**config.mk**
```make
export PLATFORM = sky130hd
export DESIGN_NAME = acq_track_lock_control
export DESIGN_NICKNAME = d
export VERILOG_FILES = /design/src/design/step_counter.v /design/src/design/acq_track_lock_control.v
export VERILOG_INCLUDE_DIRS = /design/src /design/src/include
export SDC_FILE = /design/constraint.sdc
export NUM_CORES = 1
export LEC_CHECK = 0
export BUFFER_PORTS_ARGS = -buffer_cell sky130_fd_sc_hd__buf_4
export CORE_ASPECT_RATIO = 0.8
export CORE_MARGIN = 4
export CORE_UTILIZATION = 40
export DETAILED_ROUTE_END_ITERATION = 6
export PLACE_DENSITY_LB_ADDON = 0.3
export SETUP_SLACK_MARGIN = 0.4
export SYNTH_ARGS = -nofsm -noshare
export SYNTH_HDL_FRONTEND = slang
export SYNTH_SLANG_ARGS = --single-unit
```
**constraint.sdc**
```tcl
create_clock -name ref_clk -period 1.6 [get_ports ref_clk]
set_input_delay 0.32 -clock ref_clk [delete_from_list [all_inputs] [get_ports ref_clk]]
set_output_delay 0.32 -clock ref_clk [all_outputs]
set_load 0.05 [all_outputs]
```
**src/include/acq_track_consts.vh**
```
// Constants for the acquisition and tracking lock control block
// Function
// - Bit 14 enables false lock in verify
// - Enabled false lock overflow forces false-lock state unless an integration ends in that cycle
// - Disabled false lock overflow changes nothing
// - Bit 13: stepped or continuous sweep
// - Bits 12-9: verify length, 0 to 15
// - Continuous: bits 8-5 count sweep integrations
// - Stepped: bits 8-5 count compute cycles
// - Bit 4: microprocessor or state machine control
// - Microprocessor mode ignores accumulator rollover
// - Microprocessor mode halts after each period
// - Bit 3: track or acquisition parameters
// - Bit 2 drives the lock indication bit, microprocessor mode only
// - Switch to state machine with bit 2 locks
// - Bit 0 gates sweep, microprocessor mode only
// - Write to address 25 restarts detector
// - Verify uses false lock with track preloads
`ifndef ACQ_TRACK_CONSTS_VH
`define ACQ_TRACK_CONSTS_VH

// ****************************************************************
// Destination addresses
// ****************************************************************
`define ADDR_W            6
`define ADDR_ACQ_TRK_CTRL 6'h17
`define ADDR_RESTART      6'h19

// ****************************************************************
// Control word layout
// ****************************************************************
`define CTRL_W            16
`define CTRL_RESET        16'h0000
`define BIT_FL_EN         14
`define BIT_CONT_SWEEP    13
`define VERIFY_HI         12
`define VERIFY_LO         9
`define FL_SWEEP_HI       8
`define FL_SWEEP_LO       5
`define BIT_SM_CTRL       4
`define BIT_ACQ_SEL       3
`define BIT_UP_LOCK       2
`define BIT_UP_SWEEP      0
`define CNT_W             4
`define CNT_ONE           4'h1
`define STATUS_W          7

`endif

```
**src/design/step_counter.v**
```verilog
// Loadable four-bit down counter used for verify and sweep lengths
`timescale 1ns/1ns
module step_counter #(
    parameter W = 4
) (
    input  wire         ref_clk,
    input  wire         reset,
    input  wire         load,
    input  wire [W-1:0] load_val,
    input  wire         dec,
    output wire [W-1:0] count,
    output wire         is_zero
);
    reg [W-1:0] count_q;

    // Load has priority so a fresh state never sees a stale count
    always @(posedge ref_clk) begin
        if (reset) begin
            count_q <= {W{1'b0}};
        end else if (load) begin
            count_q <= load_val;
        end else if (dec && count_q != {W{1'b0}}) begin
            count_q <= count_q - {{(W-1){1'b0}}, 1'b1};
        end
    end

    assign count   = count_q;
    assign is_zero = (count_q == {W{1'b0}});
endmodule // step_counter

```
**src/design/acq_track_lock_control.v**
```verilog
// Lock detector control: control word, lock state machine, sweep gating
`timescale 1ns/1ns
`include "acq_track_consts.vh"
module acq_track_lock_control (
    input  wire                 ref_clk,
    input  wire                 reset,
    input  wire                 wr_strobe,
    input  wire [`ADDR_W-1:0]   wr_addr,
    input  wire [31:0]          wr_data,
    input  wire                 integ_done,
    input  wire                 lock_acc_ovf,
    input  wire                 false_lock_ovf,
    input  wire                 loop_compute,
    output wire [31:0]          ctrl_word,
    output wire                 lock_indication_bit,
    output wire                 acq_param_sel,
    output wire                 sweep_to_lag_en,
    output wire                 lock_acc_run,
    output wire                 false_lock_acc_en,
    output wire                 false_lock_track_preload,
    output wire                 false_lock_state,
    output wire [4:0]           sm_state
);
    // ****************************************************************
    // States
    // ****************************************************************
    localparam [4:0] S_ACQ    = 5'b0_0001;
    localparam [4:0] S_VERIFY = 5'b0_0010;
    localparam [4:0] S_LOCK   = 5'b0_0100;
    localparam [4:0] S_FLOCK  = 5'b0_1000;
    localparam [4:0] S_SWITCH = 5'b1_0000;

    reg  [`CTRL_W-1:0] ctrl_q;
    reg  [4:0]         state_q;
    reg  [4:0]         state_d;
    reg                halted_q;
    reg                lock_ind_q;
    reg                acq_sel_q;
    reg                sweep_en_q;
    reg                fl_en_q;
    reg                fl_state_q;
    wire [`CTRL_W-1:0] ctrl_d;
    wire               sm_mode_d;
    wire               ctrl_wr;
    wire               restart_wr;
    wire               sm_mode;
    wire               cont_sweep;
    wire [`CNT_W-1:0]  verify_len;
    wire [`CNT_W-1:0]  sweep_len;
    wire               ver_load;
    wire               ver_dec;
    wire [`CNT_W-1:0]  ver_count;
    wire               sw_load;
    wire               sw_dec;
    wire               sw_zero;
    wire               fl_hit;
    wire               to_sm;

    // ****************************************************************
    // Control register
    // ****************************************************************
    assign ctrl_wr    = wr_strobe && (wr_addr == `ADDR_ACQ_TRK_CTRL);
    assign restart_wr = wr_strobe && (wr_addr == `ADDR_RESTART);

    // Bits 15 and 1 are stored as written; host keeps them zero
    always @(posedge ref_clk) begin
        if (reset) begin
            ctrl_q <= `CTRL_RESET;
        end else if (ctrl_wr) begin
            ctrl_q <= wr_data[`CTRL_W-1:0];
        end
    end

    assign ctrl_word  = {16'h0000, ctrl_q};
    assign sm_mode    = ctrl_q[`BIT_SM_CTRL];
    assign cont_sweep = ctrl_q[`BIT_CONT_SWEEP];
    assign verify_len = ctrl_q[`VERIFY_HI:`VERIFY_LO];
    assign sweep_len  = ctrl_q[`FL_SWEEP_HI:`FL_SWEEP_LO];

    // Handover from microprocessor to state machine is seen on the write
    assign to_sm = ctrl_wr && !sm_mode && wr_data[`BIT_SM_CTRL];

    // ****************************************************************
    // Halt in microprocessor mode
    // ****************************************************************
    // Period end sets the halt; set wins over a same-cycle restart
    always @(posedge ref_clk) begin
        if (reset) begin
            halted_q <= 1'b0;
        end else if (!sm_mode && integ_done) begin
            halted_q <= 1'b1;
        end else if (restart_wr || sm_mode) begin
            halted_q <= 1'b0;
        end
    end

    // ****************************************************************
    // Lock state machine
    // ****************************************************************
    // False lock only counts in verify and only when enabled
    assign fl_hit = false_lock_ovf && ctrl_q[`BIT_FL_EN]
                    && !integ_done;

    always @* begin
        state_d = state_q;
        if (to_sm) begin
            state_d = wr_data[`BIT_UP_LOCK] ? S_LOCK : S_ACQ;
        end else if (!sm_mode) begin
            state_d = S_SWITCH;
        end else begin
            case (state_q)
                S_ACQ: begin
                    if (integ_done && lock_acc_ovf) begin
                        state_d = (verify_len == {`CNT_W{1'b0}}) ?
                                  S_LOCK : S_VERIFY;
                    end
                end
                S_VERIFY: begin
                    if (fl_hit) begin
                        state_d = S_FLOCK;
                    end else if (integ_done && !lock_acc_ovf) begin
                        state_d = S_ACQ;
                    end else if (integ_done && ver_count == `CNT_ONE) begin
                        state_d = S_LOCK;
                    end
                end
                S_LOCK: begin
                    if (integ_done && !lock_acc_ovf) begin
                        state_d = S_ACQ;
                    end
                end
                S_FLOCK: begin
                    if (sw_zero) begin
                        state_d = S_ACQ;
                    end
                end
                S_SWITCH: begin
                    state_d = S_ACQ;
                end
                default: begin
                    state_d = S_ACQ;
                end
            endcase
        end
    end

    // Microprocessor mode parks the machine in S_SWITCH; it restarts in lock if bit 2 is written set, else in acquisition
    always @(posedge ref_clk) begin
        if (reset) begin
            state_q <= S_ACQ;
        end else begin
            state_q <= state_d;
        end
    end

    // ****************************************************************
    // Verify and sweep counters
    // ****************************************************************
    assign ver_load = (state_d == S_VERIFY) && (state_q != S_VERIFY);
    assign ver_dec  = (state_q == S_VERIFY) && integ_done;

    step_counter #(.W(`CNT_W)) u_verify_cnt (
        .ref_clk  (ref_clk),
        .reset    (reset),
        .load     (ver_load),
        .load_val (verify_len),
        .dec      (ver_dec),
        .count    (ver_count),
        .is_zero  ()
    );

    // Continuous sweep counts integrations, stepped counts computes
    assign sw_load = (state_d == S_FLOCK) && (state_q != S_FLOCK);
    assign sw_dec  = (state_q == S_FLOCK) &&
                     (cont_sweep ? integ_done : loop_compute);

    step_counter #(.W(`CNT_W)) u_sweep_cnt (
        .ref_clk  (ref_clk),
        .reset    (reset),
        .load     (sw_load),
        .load_val (sweep_len),
        .dec      (sw_dec),
        .count    (),
        .is_zero  (sw_zero)
    );

    // ****************************************************************
    // Outputs to the loop and status path
    // ****************************************************************
    // Next-cycle view of the control word and mode for the output flops
    assign ctrl_d    = ctrl_wr ? wr_data[`CTRL_W-1:0] : ctrl_q;
    assign sm_mode_d = ctrl_d[`BIT_SM_CTRL];

    // Built from next values so outputs land in step with the state;
    // the host bits steer only while the host owns the detector
    always @(posedge ref_clk) begin
        if (reset) begin
            lock_ind_q <= 1'b0;
            acq_sel_q  <= 1'b0;
            sweep_en_q <= 1'b0;
            fl_en_q    <= 1'b0;
            fl_state_q <= 1'b0;
        end else begin
            lock_ind_q <= sm_mode_d ? (state_d == S_LOCK)
                                    : ctrl_d[`BIT_UP_LOCK];
            acq_sel_q  <= sm_mode_d ?
                          (state_d == S_ACQ || state_d == S_FLOCK)
                          : ctrl_d[`BIT_ACQ_SEL];
            sweep_en_q <= sm_mode_d ?
                          (state_d == S_ACQ || state_d == S_FLOCK)
                          : ctrl_d[`BIT_UP_SWEEP];
            fl_en_q    <= sm_mode_d && (state_d == S_VERIFY);
            fl_state_q <= (state_d == S_FLOCK);
        end
    end

    // Status and loop controls straight from flops, no decode glitches
    assign lock_indication_bit      = lock_ind_q;
    assign acq_param_sel            = acq_sel_q;
    assign sweep_to_lag_en          = sweep_en_q;
    assign lock_acc_run             = !halted_q;
    assign false_lock_acc_en        = fl_en_q;
    // Verify always runs the false-lock accumulator on track preloads
    assign false_lock_track_preload = fl_en_q;
    assign false_lock_state         = fl_state_q;
    assign sm_state                 = state_q;
endmodule // acq_track_lock_control

```
### Word-level counts from Yosys, hierarchy flattened

Index checks and enable logic that the tools add are counted.

| storage, ports and cells | value |
|---|---|
| flip-flop bits (word level) | 35 |
| input bits | 45 |
| word-level logic and storage cells | 78 |

| cells by class | value |
|---|---|
| $add $sub $neg | 2 |
| equal/unequal tests | 13 |
| mux-type cells | 22 |
| reduce and logical (&&, ||, !) cells | 30 |

Operator list:

| operator | count |
|---|---|
| $mux W5 | 9 |
| $pmux W5 S4 | 1 |
| $logic_and A1 B1 Y1 | 17 |
| $mux W4 | 4 |
| $eq A6 B5 Y1 const B | 2 |
| $eq A5 B1 Y1 const B | 2 |
| $eq A5 B2 Y1 const B | 2 |
| $eq A5 B3 Y1 const B | 2 |
| $eq A5 B4 Y1 const B | 2 |
| $logic_not A4 Y1 | 2 |
| $reduce_bool A4 Y1 | 2 |
| $sub A4 B1 Y4 const B | 2 |
| $mux W1 | 6 |
| $mux W3 | 2 |
| $reduce_bool A2 Y1 | 3 |
| $ne A5 B2 Y1 const B | 1 |
| $ne A5 B4 Y1 const B | 1 |
| $eq A4 B1 Y1 const B | 1 |
| $logic_not A1 Y1 | 4 |
| $logic_or A1 B1 Y1 | 2 |

### Depth between registers and ports, before layout

| depth | value |
|---|---|
| word-level depth | 11 |
| depth in mapped cells | 7 |
| gate-level depth less buffers | 7 |

### By module

Synthesis repeated with hierarchy kept, for this count alone.

| second synthesis, totals | value |
|---|---|
| cells, all modules | 228 |
| area, all modules | 2,010.7 um^2 |

Modules (own cells, without submodules):

| module | instances | cells an instance | area an instance (um^2) | sequential area each (um^2) |
|---|---|---|---|---|
| acq_track_lock_control | 1 | 170 | 1,485.2 | 540.5 |
| step_counter | 2 | 29 | 262.8 | 80.1 |

### Least setup slack after synthesis

Ideal clock, no wire load.

| path | value |
|---|---|
| path type | register to register |
| start point | reg state_q[2], in the netlist sm_state[2] |
| end point | reg acq_sel_q, in the netlist acq_param_sel |
| setup time | 0.135 ns |
| arrival | 1.873 ns |
| data required time | 1.465 ns |
| path slack | -0.408 ns |
| cell stages (with the launch flop) | 6 |
| path buffers | 0 |
| clock period less this slack | 2.008 ns |
| path through | dfxtp_1 -> nor4b_2 -> a211oi_2 -> or2_1 -> o311ai_2 -> o211ai_1 |

| on the way | value |
|---|---|
| cells in the longest elaborated chain, start to end | 9 |

RTL lines:

| what | RTL line | RTL |
|---|---|---|
| start, declared | acq_track_lock_control.v:34 | `reg [4:0] state_q;` |
| start signal, assigned | acq_track_lock_control.v:152 | `state_q <= state_d;` |
| $mux W5 | acq_track_lock_control.v:123 | `` end else if (integ_done && ver_count == `CNT_ONE) begin `` |
| $mux W5 | acq_track_lock_control.v:121 | `end else if (integ_done && !lock_acc_ovf) begin` |
| $mux W5 | acq_track_lock_control.v:119 | `if (fl_hit) begin` |
| $pmux W5 S4 * | acq_track_lock_control.v:111 | `case (state_q)` |
| $mux W5 * | acq_track_lock_control.v:108 | `end else if (!sm_mode) begin` |
| $mux W5 * | acq_track_lock_control.v:106 | `if (to_sm) begin` |
| $eq A5 B1 Y1 or $eq A5 B4 Y1 (tied branches) | acq_track_lock_control.v:207 | `(state_d == S_ACQ \|\| state_d == S_FLOCK)` |
| $logic_or A1 B1 Y1 * | acq_track_lock_control.v:207 |  |
| $mux W1 * | acq_track_lock_control.v:206 | `acq_sel_q <= sm_mode_d ?` |
| end signal, assigned | acq_track_lock_control.v:206 |  |
| end, declared | acq_track_lock_control.v:38 | `reg acq_sel_q;` |

Mark *: on every way between the ends. The rest lies on a longest branch, timed or not.
A chain may end at the register's enable or synchronous reset.

### Worst setup path in the final report

| path | value |
|---|---|
| start point | reg state_q[2], in the netlist sm_state[2] |
| end point | reg u_verify_cnt.count_q[0], in the netlist u_verify_cnt.count[0] |

| on the way | value |
|---|---|
| cells in the longest elaborated chain, start to end | 9 |

RTL lines:

| what | RTL line | RTL |
|---|---|---|
| $mux W5 | acq_track_lock_control.v:123 |  |
| $mux W5 | acq_track_lock_control.v:121 |  |
| $mux W5 | acq_track_lock_control.v:119 |  |
| $pmux W5 S4 | acq_track_lock_control.v:111 |  |
| $mux W5 | acq_track_lock_control.v:108 |  |
| $mux W5 | acq_track_lock_control.v:106 |  |
| $eq A5 B2 Y1 | acq_track_lock_control.v:159 | `assign ver_load = (state_d == S_VERIFY) && (state_q != S_VERIFY);` |
| $logic_and A1 B1 Y1 | acq_track_lock_control.v:159 |  |
| $mux W4 or $reduce_bool A2 Y1 (tied branches) | - |  |
| end signal, assigned | step_counter.v:19 | `count_q <= {W{1'b0}};` |
| end signal, assigned | step_counter.v:21 | `count_q <= load_val;` |
| end signal, assigned | step_counter.v:23 | `count_q <= count_q - {{(W-1){1'b0}}, 1'b1};` |
| end, declared | step_counter.v:14 | `reg [W-1:0] count_q;` |

Parallel ways exist; a longest one is shown, timed or not.

==> results_dict.tcl <==
set metrics [dict create \
    outcome "complete, but fails checks" \
    violations "setup timing" \
    synth_area_leader_cell "dfxtp_1" \
    internal_power_mw 1.31 \
    setup_viol 12 \
    crit_arrival_ps 1940 \
    syn_inst 229 \
    period_share 1.11 \
    cts_buffers 5 \
    stdcell_area_mm2 0.00300 \
    wl_met2_um 2580 \
    io_pins 89 \
    ant_nets 0 \
    timing.max_cap.violations 0 \
    place_ws_ps -114 \
    io_buffers 56 \
    synth_seq_cells 35 \
    ys_dominant_reg_cell "dfxtp_1" \
    clk_pin_slew_ps 80 \
    p_sw_frac 0.284 \
    synthArstFlopShare 0 \
    vias 1901 \
    rrSetupSlack_ps -170 \
    startpoint "sm_state[2]$_SDFF_PP0_" \
    synth_cell_types 49 \
    comb_power_share 0.151 \
    rsz0062_at_grt "true" \
    clock_sinks 35 \
    crit_path_end_kind "flop" \
    grt_pass1_vias 1687 \
    p_seq_frac 0.479 \
    syn_area_per_cell_um2 8.20 \
    routed.top_layer "met4" \
    hold_viol_final 0 \
    cts_root_buf "clkbuf_8" \
    whs_ps 248 \
    rows 22 \
    antenna_found_initial 0 \
    ctsHoldBuffers 0 \
    p_leak_nw 1.25 \
    htree_levels 2 \
    fin_crit_ps 1770 \
    drt-wirelength-per-cell_um 14.4 \
    layout_setup_ws_ps -168 \
    final_nets 367 \
    cts_tree "yes" \
    ff2ff_path_depth 6 \
    ir_drop_mv 0.467 \
    area_delta_synth_final_pct 59.5 \
    die_area_mm2 0.00586 \
    place_hpwl_um 3750 \
    cp-start-kind "flop" \
    cts_buffer_depth 2 \
    p_sw_mw 0.520 \
    antenna_cells 0 \
    crit_fanout 5 \
    synth_edf_count 0 \
    synth_top_cell_area_share 0.373 \
    critPathKind "reg2reg" \
    netlist_area_mm2 0.00188 \
    drc 0 \
    globalRouteTotalUtil 0.166 \
    drt-met1-wl_um 2410 \
    power.clock.fraction 0.371 \
    first_iter_violations 105 \
    die_h_um 69.3 \
    power_density_mw_per_mm2 612 \
    core_area_mm2 0.00457 \
    r2r-end "u_verify_cnt.count[0]$_SDFFE_PP0P_" \
    die_w_um 84.6 \
    reg2reg_from "sm_state[2]$_SDFF_PP0_" \
    gr-total-overflow 0 \
    drt-total-wl_um 5460 \
    yosysSeqAreaShare 0.373 \
    globalplace.congestion 0.799 \
    vias_per_cell 5.00 \
    synth_top_cells_by_area "dfxtp_1 37%, buf_4 6.8%, nand2_1 6.8%" \
    fillers 398 \
    clk_latency_ps 290 \
    fmax_mhz 566 \
    drive_gt1_frac 0.500 \
    grt_pass1_wl_um 7850 \
    skew_ps 7.32 \
    hp-class "in2reg" \
    drv_slew 0 \
    endpoint "u_verify_cnt.count[0]$_SDFFE_PP0P_" \
    grt_max_degree 29 \
    ys_warn_count 0 \
    postPlaceCellArea_mm2 0.00258 \
    firstDrtPassIters 4 \
    worstPathRequired_ps 1780 \
    wl_met3_um 406 \
    initial_core_util 0.411 \
]
[layout by cell type, fill, tap and decap left out, types with 6 or more instances in the layout]
| master | count |
|---|---|
| inv_1 | 8 |
| conb_1 | 16 |
| nor3_1 | 7 |
| buf_6 | 15 |
| clkbuf_8 | 6 |
| dfxtp_1 | 17 |
| a21oi_1 | 19 |
| nor2_1 | 12 |
| dfxtp_4 | 7 |
| dfxtp_2 | 11 |
| nand2_1 | 34 |
| buf_4 | 72 |
[stage by stage]
| step | instances | utilization | setup TNS, ps | power, mW |
|---|---|---|---|---|
| 6_report | 380 | 0.656 | -1000 | 1.83 |
| 4_1_cts | 371 | 0.605 | -632 | 1.82 |
| 3_3_place_gp | 360 | 0.564 | -316 | 1.14 |
| 5_1_grt | 380 | 0.656 | -2260 | 1.88 |
| 2_1_floorplan | 244 | - | -65.6 | 1.08 |
| 3_5_place_dp | 360 | 0.564 | -736 | 1.15 |
[layer usage]
layer,track usage,vias up
met5,0,-
met3,0.0511,7
li1,-,939
met4,0.0527,0
met2,0.262,63
met1,0.215,892
[flip-flops by register name, indices dropped and copies added, names as in the netlist]
name	count
ctrl_q	16
acq_param_sel	1
sweep_to_lag_en	1
false_lock_acc_en	1
lock_indication_bit	1
u_sweep_cnt.count	4
sm_state	5
u_verify_cnt.count	4
halted_q	1
false_lock_state	1
[worst max-delay path: stages, from the launching register on]
cell      delay [ps]
dfxtp_4          370
buf_6            120
and4bb_2         310
nand4b_1         210
nor3_4           370
mux2i_1          220
nor2_1            50
[synthesized netlist by cell type, types with 2 or more instances]
master    number
a21oi_1       21
a31oi_1        2
buf_4         17
clkbuf_1       6
dfxtp_1       35
ha_1           3
inv_1         12
mux2i_1        5
nand2_1       34
nand2b_1       4
nand3_1        4
nand3b_1       3
nand4_1        3
nand4b_1       2
nor2_1        13
nor2b_1        5
nor3_1        10
nor3_2         2
nor3b_1        3
nor4_1         2
nor4b_2        2
o211ai_1       3
o21a_1         3
o21ai_0        6
or3b_2         3
xnor2_1        2
xor2_1         2
[power by group through the flow]
stage / Sequential, mW / Clock (mW) / Combinational, mW
2_1_floorplan: 0.913 / 0 / 0.169
3_3_place_gp: 0.898 / 0 / 0.245
3_5_place_dp: 0.898 / 0 / 0.248
4_1_cts: 0.878 / 0.687 / 0.256
5_1_grt: 0.877 / 0.714 / 0.291
6_report: 0.877 / 0.679 / 0.276
[cell families after synthesis]
kind of cell               share of synthesized area
DFF                                            0.373
other                                        0.00200
xor gates and xnor gates                      0.0187
and+or+nand+nor                                0.292
muxes                                         0.0326
adders and majority gates                     0.0200
AOI/OAI and AO/OA                              0.156
buffers and inverters                          0.106
[what timing repair did]
action / in CTS / in global routing
pin swaps: 12 / 18
buffers inserted: 3 / 9
resized for setup: 22 / 37
endpoints found under the setup margin: 23 / 27
[how the worst min path moves through the flow]
stage          cells after the start                      end                    from  slack [ps]
6_report                           2   sm_state[3]$_SDFF_PP0_                   reset         250
5_1_grt                            2   sm_state[3]$_SDFF_PP0_                   reset         250
4_1_cts                            2   sm_state[2]$_SDFF_PP0_                   reset         220
3_3_place_gp                       2   ctrl_q[1]$_SDFFE_PP0P_  ctrl_q[1]$_SDFFE_PP0P_         440
3_5_place_dp                       2   ctrl_q[1]$_SDFFE_PP0P_  ctrl_q[1]$_SDFFE_PP0P_         450
2_1_floorplan                      2  ctrl_q[10]$_SDFFE_PP0P_             wr_data[10]         450
[area by class of cell]
cell class                 count  area (µm²)  share of cell area
sequential                    35         741               0.247
inverter                      12        50.0              0.0167
multi-input combinational    173        1250               0.419
tap                           60        75.1              0.0251
clock inverter                 1        5.00             0.00167
timing repair buffer          92         785               0.262
clock buffer                   7        86.3              0.0288
No activity file was read; power rests on OpenSTA's default activity.
